## src/core/pci_pkg.sv

```systemverilog
package pci_pkg;

    // ------------------------------------------------------------
    // register map
    // ------------------------------------------------------------
    localparam logic [3:0] REG_RISE_EDGE_ENABLE = 4'h0;
    localparam logic [3:0] REG_FALL_EDGE_ENABLE = 4'h1;
    localparam logic [3:0] REG_PIN_CHANGE_FLAGS = 4'h2;
    localparam logic [3:0] REG_CONTROL          = 4'h3;
    localparam logic [3:0] REG_STATUS           = 4'h4;

    // ------------------------------------------------------------
    // fields and reset values
    // ------------------------------------------------------------
    localparam int         PIN_COUNT          = 6;
    localparam int         CTRL_IRQ_EN_BIT    = 0;
    localparam int         CTRL_SLEEP_BIT     = 1;
    localparam int         STAT_SUMMARY_BIT   = 0;
    localparam int         STAT_SLEEP_BIT     = 1;
    localparam logic [5:0] RESET_ENABLES      = 6'h00;
    localparam logic [5:0] RESET_FLAGS        = 6'h00;
    localparam logic [7:0] READ_ZERO          = 8'h00;

    typedef struct packed {
        logic [3:0] addr;
        logic [7:0] wdata;
        logic       wr;
        logic       rd;
    } pci_bus_req_t;

endpackage

```

## src/core/pci_sync.sv

```systemverilog
`timescale 1ns/10ps
module pci_sync #(
    parameter int WIDTH = 6
) (
    input  wire logic             clk_sys,
    input  wire logic             sys_rst,
    input  wire logic [WIDTH-1:0] asyncIn,
    output logic      [WIDTH-1:0] syncOut
);
    typedef struct packed {
        logic [WIDTH-1:0] meta;
        logic [WIDTH-1:0] stable;
    } pci_sync_state_t;

    pci_sync_state_t state;
    pci_sync_state_t next_state;

    // ------------------------------------------------------------
    // two stage synchroniser
    // ------------------------------------------------------------
    always_comb begin
        next_state.meta   = asyncIn;
        next_state.stable = state.meta;
    end

    always_ff @(posedge clk_sys) begin
        if (sys_rst) begin
            state <= '0;
        end else begin
            state <= next_state;
        end
    end

    assign syncOut = state.stable;
endmodule

```

## src/core/pci_edge_detect.sv

```systemverilog
`timescale 1ns/10ps
module pci_edge_detect #(
    parameter int WIDTH = 6
) (
    input  wire logic             clk_sys,
    input  wire logic             sys_rst,
    input  wire logic [WIDTH-1:0] level,
    output logic      [WIDTH-1:0] rise,
    output logic      [WIDTH-1:0] fall
);
    localparam logic [1:0] WARM_DONE = 2'h3;

    typedef struct packed {
        logic [1:0]       warm;
        logic [WIDTH-1:0] prev;
    } pci_edge_state_t;

    pci_edge_state_t state;
    pci_edge_state_t next_state;

    // ------------------------------------------------------------
    // compare sample with previous one
    // ------------------------------------------------------------
    // synchroniser shows zero for two cycles after reset, so compare only
    // once prev holds a real pin sample; the start level is no edge
    always_comb begin
        next_state.warm = (state.warm == WARM_DONE) ? state.warm : state.warm + 2'h1;
        next_state.prev = level;
    end

    always_ff @(posedge clk_sys) begin
        if (sys_rst) begin
            state <= '0;
        end else begin
            state <= next_state;
        end
    end

    assign rise = (state.warm == WARM_DONE) ? (level & ~state.prev) : '0;
    assign fall = (state.warm == WARM_DONE) ? (~level & state.prev) : '0;
endmodule

```

## src/core/pci_pin_change_irq.sv

```systemverilog
`timescale 1ns/10ps
// Summary of operation
// - change in sleep with enable wakes core
// - sleep edges land in flags before wake
// - rise enable bits 5..0 gate rising detection
// - fall enable bits 5..0 gate falling detection
// - enabled edge sets its pin flag
// - flags read zero until set, software clears
// - bits 7 and 6 read zero
// - all enables and flags reset zero
// - flags software writable, hardware settable
// - detection continues while interrupt disabled
// - summary flag ORs all pin flags
// - edge during flag write wins
module pci_pin_change_irq #(
    parameter int PINS = pci_pkg::PIN_COUNT
) (
    input  wire logic            clk_sys,
    input  wire logic            sys_rst,
    input  wire logic [7:0]      regAddr,
    input  wire logic [7:0]      regWdata,
    input  wire logic            regWrite,
    input  wire logic            regRead,
    output logic      [7:0]      regRdata,
    input  wire logic [PINS-1:0] port_pin,
    input  wire logic            coreSleeping,
    output logic                 change_irq_summary,
    output logic                 changeIrq,
    output logic                 wakeCore
);
    typedef struct packed {
        logic [PINS-1:0] rise_detect_enable;
        logic [PINS-1:0] fall_detect_enable;
        logic [PINS-1:0] pin_change_flag;
        logic            change_irq_enable;
        logic [7:0]      rdata;
    } pci_state_t;

    pci_state_t           state;
    pci_state_t           next_state;
    pci_pkg::pci_bus_req_t req;
    logic [PINS-1:0]      pinSync;
    logic [PINS-1:0]      pinRise;
    logic [PINS-1:0]      pinFall;
    logic [PINS-1:0]      edgeHit;
    logic                 anyFlag;
    logic [7:0]           readMux;

    assign req.addr  = regAddr[3:0];
    assign req.wdata = regWdata;
    assign req.wr    = regWrite;
    assign req.rd    = regRead;

    // ------------------------------------------------------------
    // pin synchronisation and edge detection
    // ------------------------------------------------------------
    pci_sync #(
        .WIDTH (PINS)
    ) u_sync (
        .clk_sys (clk_sys),
        .sys_rst (sys_rst),
        .asyncIn (port_pin),
        .syncOut (pinSync)
    );

    pci_edge_detect #(
        .WIDTH (PINS)
    ) u_edge (
        .clk_sys (clk_sys),
        .sys_rst (sys_rst),
        .level   (pinSync),
        .rise    (pinRise),
        .fall    (pinFall)
    );

    // detection runs on the system clock, so it must stay alive in sleep
    assign edgeHit = (pinRise & state.rise_detect_enable)
                   | (pinFall & state.fall_detect_enable);

    assign anyFlag = |state.pin_change_flag;

    // ------------------------------------------------------------
    // read mux
    // ------------------------------------------------------------
    // upper bits of each 6-bit register are padded with zero
    always_comb begin
        readMux = pci_pkg::READ_ZERO;
        if (regAddr[7:4] == 4'h0) begin
            case (req.addr)
                pci_pkg::REG_RISE_EDGE_ENABLE: begin
                    readMux[PINS-1:0] = state.rise_detect_enable;
                end
                pci_pkg::REG_FALL_EDGE_ENABLE: begin
                    readMux[PINS-1:0] = state.fall_detect_enable;
                end
                pci_pkg::REG_PIN_CHANGE_FLAGS: begin
                    readMux[PINS-1:0] = state.pin_change_flag;
                end
                pci_pkg::REG_CONTROL: begin
                    readMux[pci_pkg::CTRL_IRQ_EN_BIT] = state.change_irq_enable;
                end
                pci_pkg::REG_STATUS: begin
                    readMux[pci_pkg::STAT_SUMMARY_BIT] = anyFlag;
                    readMux[pci_pkg::STAT_SLEEP_BIT]   = coreSleeping;
                end
                default: begin
                    readMux = pci_pkg::READ_ZERO;
                end
            endcase
        end
    end

    // ------------------------------------------------------------
    // register update
    // ------------------------------------------------------------
    always_comb begin
        next_state       = state;
        next_state.rdata = req.rd ? readMux : pci_pkg::READ_ZERO;
        if (req.wr && regAddr[7:4] == 4'h0) begin
            case (req.addr)
                pci_pkg::REG_RISE_EDGE_ENABLE: begin
                    next_state.rise_detect_enable = req.wdata[PINS-1:0];
                end
                pci_pkg::REG_FALL_EDGE_ENABLE: begin
                    next_state.fall_detect_enable = req.wdata[PINS-1:0];
                end
                pci_pkg::REG_PIN_CHANGE_FLAGS: begin
                    // a write loads the flags directly from write data, so it can set or clear any flag
                    next_state.pin_change_flag = req.wdata[PINS-1:0];
                end
                pci_pkg::REG_CONTROL: begin
                    next_state.change_irq_enable = req.wdata[pci_pkg::CTRL_IRQ_EN_BIT];
                end
                default: begin
                    next_state.change_irq_enable = state.change_irq_enable;
                end
            endcase
        end
        // hardware set wins over any write in the same cycle
        next_state.pin_change_flag = next_state.pin_change_flag | edgeHit;
    end

    always_ff @(posedge clk_sys) begin
        if (sys_rst) begin
            state.rise_detect_enable <= pci_pkg::RESET_ENABLES;
            state.fall_detect_enable <= pci_pkg::RESET_ENABLES;
            state.pin_change_flag    <= pci_pkg::RESET_FLAGS;
            state.change_irq_enable  <= 1'b0;
            state.rdata              <= pci_pkg::READ_ZERO;
        end else begin
            state <= next_state;
        end
    end

    // ------------------------------------------------------------
    // outputs
    // ------------------------------------------------------------
    assign regRdata           = state.rdata;
    assign change_irq_summary = anyFlag;
    assign changeIrq          = anyFlag & state.change_irq_enable;
    // flag is already registered when wake rises, so the core sees it first
    assign wakeCore           = changeIrq & coreSleeping;
endmodule

```

## config.mk

```make
export PLATFORM = sky130hd
export DESIGN_NAME = pci_pin_change_irq
export DESIGN_NICKNAME = d
export VERILOG_FILES = /design/src/core/pci_pkg.sv /design/src/core/pci_sync.sv /design/src/core/pci_edge_detect.sv /design/src/core/pci_pin_change_irq.sv
export SDC_FILE = /design/constraint.sdc
export NUM_CORES = 1
export LEC_CHECK = 0
export BUFFER_PORTS_ARGS = -buffer_cell sky130_fd_sc_hd__buf_2
export CORE_UTILIZATION = 30
export CTS_CLUSTER_DIAMETER = 120
export DETAILED_ROUTE_END_ITERATION = 8
export HOLD_SLACK_MARGIN = 0.15
export PLACE_DENSITY_LB_ADDON = 0.2
export SETUP_SLACK_MARGIN = 0.2
export SLEW_MARGIN = 10
export SYNTH_ARGS = -nofsm -noshare
export SYNTH_HDL_FRONTEND = slang
export SYNTH_SLANG_ARGS = --single-unit
```

## constraint.sdc

```tcl
create_clock -name clk_sys -period 1.96 [get_ports clk_sys]
set_input_delay 0.098 -clock clk_sys [delete_from_list [all_inputs] [get_ports clk_sys]]
set_output_delay 0.098 -clock clk_sys [all_outputs]
set_load 0.005 [all_outputs]
```

==> results.md <==
- Buffers placed on the I/O ports in this run total 33.
- In the routed layout, each cell is associated on average with a via count of 4.57.
- The area of the mapped netlist is 0.00189 sq mm.
- The flop and latch count out of synthesis is 45.
- The routed length per instance is 11.8 um.
- The highest achievable clock rate is 0.600 GHz.
- The total routing resource utilization after global routing is 0.124.
- The dominant delay contributor by cell family on the critical path is buffers and inverters.
- For this run, the register share of the synthesized area comes to 0.476.
- The number of cells on the worst reg-to-reg path is 4.
- The number of failing hold endpoints at the final stage is 0.
- The worst ir drop on vdd is 0.362 mV.
- Max-cap violations in this run came to 0.
- For this run, design rule violations remaining after detail routing come to 0.
- The initial detailed-routing violation count is 36.
- The worst path arrival time is 1.91 ns.
- The number of fill cells is 616.
- Routability-driven placement finished with a final weighted congestion of 0.662.
- In the layout the commonest cells are sky130_fd_sc_hd__dfxtp_1, sky130_fd_sc_hd__nor2_1, sky130_fd_sc_hd__buf_2.
- For this configuration, the core starts out at a cell density of 0.316.
- The final count of pins violating max slew is 0.
- The type of the worst setup path is in2reg.
- In the synthesized netlist the async set-or-reset flop fraction comes to 0.
- TritonCTS built the clock tree.
- The total wire length after detailed routing is 3640 um.
- The die is 81.5 um tall.
- For this design, the slowest cell found on the critical path is sky130_fd_sc_hd__dlygate4sd3_1.
- The register-to-register path setup slack is 0.34 ns.
- The worst path in the final design needs a cycle of 1.67 ns, including I/O delays and setup.
- Headroom to the max-slew limit came out at 0.641.
- The H-tree depth reported by CTS is 2.
- The initial antenna violation count is 0.
- The area added between synthesis and finish is 23.1%.
- The number of buffers between clock root and the deepest sink is 2.
- The number of sinks handled by clock tree synthesis is 45.
- The kind of path behind the tightest hold check is in2reg.
- STA classifies the critical path startpoint as an input port.
- The overall power consumption is 0.00182 W.
- The net count of the finished layout is 260.
- The number of inserted diodes is 0.
- Walking the worst path, the cells encountered are dlygate4sd3_1 > buf_2 > nor3_2 > nand2_1 > a21oi_1 > dlygate4sd3_1.
- The path length in cells of the critical path is 6.
- The per-instance average area after synthesis is 9.97 sq um.
- The wire-length estimate of the detail-placed layout is 2500 um.
- The required time of the critical path is 2.21 ns.
- The synthesized instance count is 190.
- The first global-routing pass estimated 6020 um of wire.
- The largest single stage delay on the critical path is 0.55 ns.
- The largest driver fanout on the critical path is 5.
- The routed layout has 1409 vias.
- The die is 81.5 um wide.
- The clock latency on the worst-skew pair is 0.30 ns.
- The die covers 0.00664 sq mm.
- The via count of the first global-routing pass is 1288.
- In this run the clock root is driven by a sky130_fd_sc_hd__clkbuf_8.
- Global routing finished with a remaining overflow of 0.
- The most frequent cell on the critical path is sky130_fd_sc_hd__dlygate4sd3_1.
- In the final layout, the share of cells above drive strength 1 is 0.223.
- The first detailed-routing pass ran for 3 iterations.
- The count of warnings emitted by yosys is 0.
- The worst setup path is captured at a register.
- The placement row count is 28.
- In the final timing run, aggregate negative setup slack is 0 ns.
- The run finished with clean final reports.
- Setup repair after global routing could not meet its margin everywhere.
- The slew at the pin closest to its max-slew limit is 0.538 ns.
- In this run the power density over the cells is 782 mW/mm^2.
- Once the clock tree was built, the resizer swapped 0 gates to a different size.
- Together, buffers and inverters on the worst path number 3.
- The count of cells along the worst hold path is 4.
- The pin count of the biggest net entering global routing is 40.
- The most used flip-flop cell after synthesis is sky130_fd_sc_hd__dfxtp_1.
- The clock transition at the register clock pins on the worst setup and hold paths after CTS is 0.08 ns.
- The clock tree skew after final layout is 0.00445 ns.
- The count of unique library cells instantiated by Yosys is 34.
- In the finished design, the share of the clock period the worst path needs comes to 0.850.
- The number of enable-type register cells in the synthesized netlist is 0.
- For this design the top-level I/O count stands at 38.
- The analysis attributes to cell leakage a power of 1.05 nW.
- The total area inside the core boundary comes to 0.00599 sq mm.
- Setup violations remaining at the end of the flow were counted as 0.
- The most common cell after layout, fill and taps aside is sky130_fd_sc_hd__dfxtp_1.
- Once detail routing completed, the nets flagged for antenna violations numbered 0.
- TritonCTS created 5 clock buffers.
[cell families after synthesis]
kind of cell               share of synthesized area
AOI/OAI and AO/OA                             0.0628
and+or+nand+nor                                0.279
DFF                                            0.476
muxes                                          0.112
adders and majority gates                    0.00660
xor gates and xnor gates                     0.00462
other                                        0.00198
buffers and inverters                         0.0568
[repair_timing]
item                                    4_1_cts  5_1_grt
hold endpoints to repair                     23        0
endpoints found under the setup margin        0        3
buffers inserted                              0        0
hold buffers                                 15        0
[flip-flops by register name (all words and copies together) (netlist names)]
register / count
regRdata: 6
state: 19
u_edge.state: 8
u_sync.next_state: 6
u_sync.syncOut: 6
[worst reg2reg max path, cell delays in order, from the launching register on]
cell                            delay (ns)
sky130_fd_sc_hd__dfxtp_1              0.35
sky130_fd_sc_hd__mux4_2               0.48
sky130_fd_sc_hd__nand2b_1             0.08
sky130_fd_sc_hd__a21oi_1              0.06
sky130_fd_sc_hd__dlygate4sd3_1        0.55
[layer usage]
metal	global-route usage	wire, um
met1	0.157	1830
met2	0.196	1600
met5	0	0
met3	0.0300	148
met4	0.0643	70
[cell usage after synthesis, types with 3 or more instances]
library cell               instances  area [sq um]
sky130_fd_sc_hd__nor3_1            6          30.0
sky130_fd_sc_hd__dfxtp_1          45           901
sky130_fd_sc_hd__clkbuf_1          3          11.3
sky130_fd_sc_hd__nor2b_1          19           119
sky130_fd_sc_hd__nor2_1           33           124
sky130_fd_sc_hd__buf_4             8          60.1
sky130_fd_sc_hd__buf_1             3          11.3
sky130_fd_sc_hd__nand4b_1         12           105
sky130_fd_sc_hd__a21oi_1           6          30.0
sky130_fd_sc_hd__mux2i_1          19           190
sky130_fd_sc_hd__a211oi_2          4          50.1
sky130_fd_sc_hd__nand2_1           8          30.0
[report_power, final]
part	leakage [nW]	internal, W	switching [W]	total (W)
clock network	0.0585	0.000416	0.000312	0.000727
logic	0.628	0.0000730	0.0000724	0.000145
registers	0.366	0.000938	0.0000111	0.000949
[final timing paths]
kind,startpoint,end
worst max-delay path,regAddr[4],regRdata[0]
worst min-delay path,regAddr[5],regRdata[1]
worst max register to register,state[8],regRdata[0]
worst min register to register,u_sync.next_state[2],u_sync.syncOut[2]
[cell type report]
type	instances	area, sq um	area share
clock buffer	7	86.3	0.0370
multi-input combinational	130	890	0.382
tap	75	93.8	0.0403
timing repair buffer	50	330	0.142
clock inverter	1	30.0	0.0129
sequential	45	901	0.386
[through the flow]
step	setup WS, ns	instance area [sq um]	cells	utilization	hold WS, ns
6_report	0.294	2330	308	0.389	0.151
5_1_grt	0.182	2330	308	0.389	0.180
4_1_cts	0.269	2330	308	0.389	0.153
3_5_place_dp	0.490	2060	285	0.345	0.312
3_3_place_gp	0.506	2060	285	0.345	0.304
2_1_floorplan	0.592	1900	191	-	0.226
No activity file was read; power rests on OpenSTA's default activity.
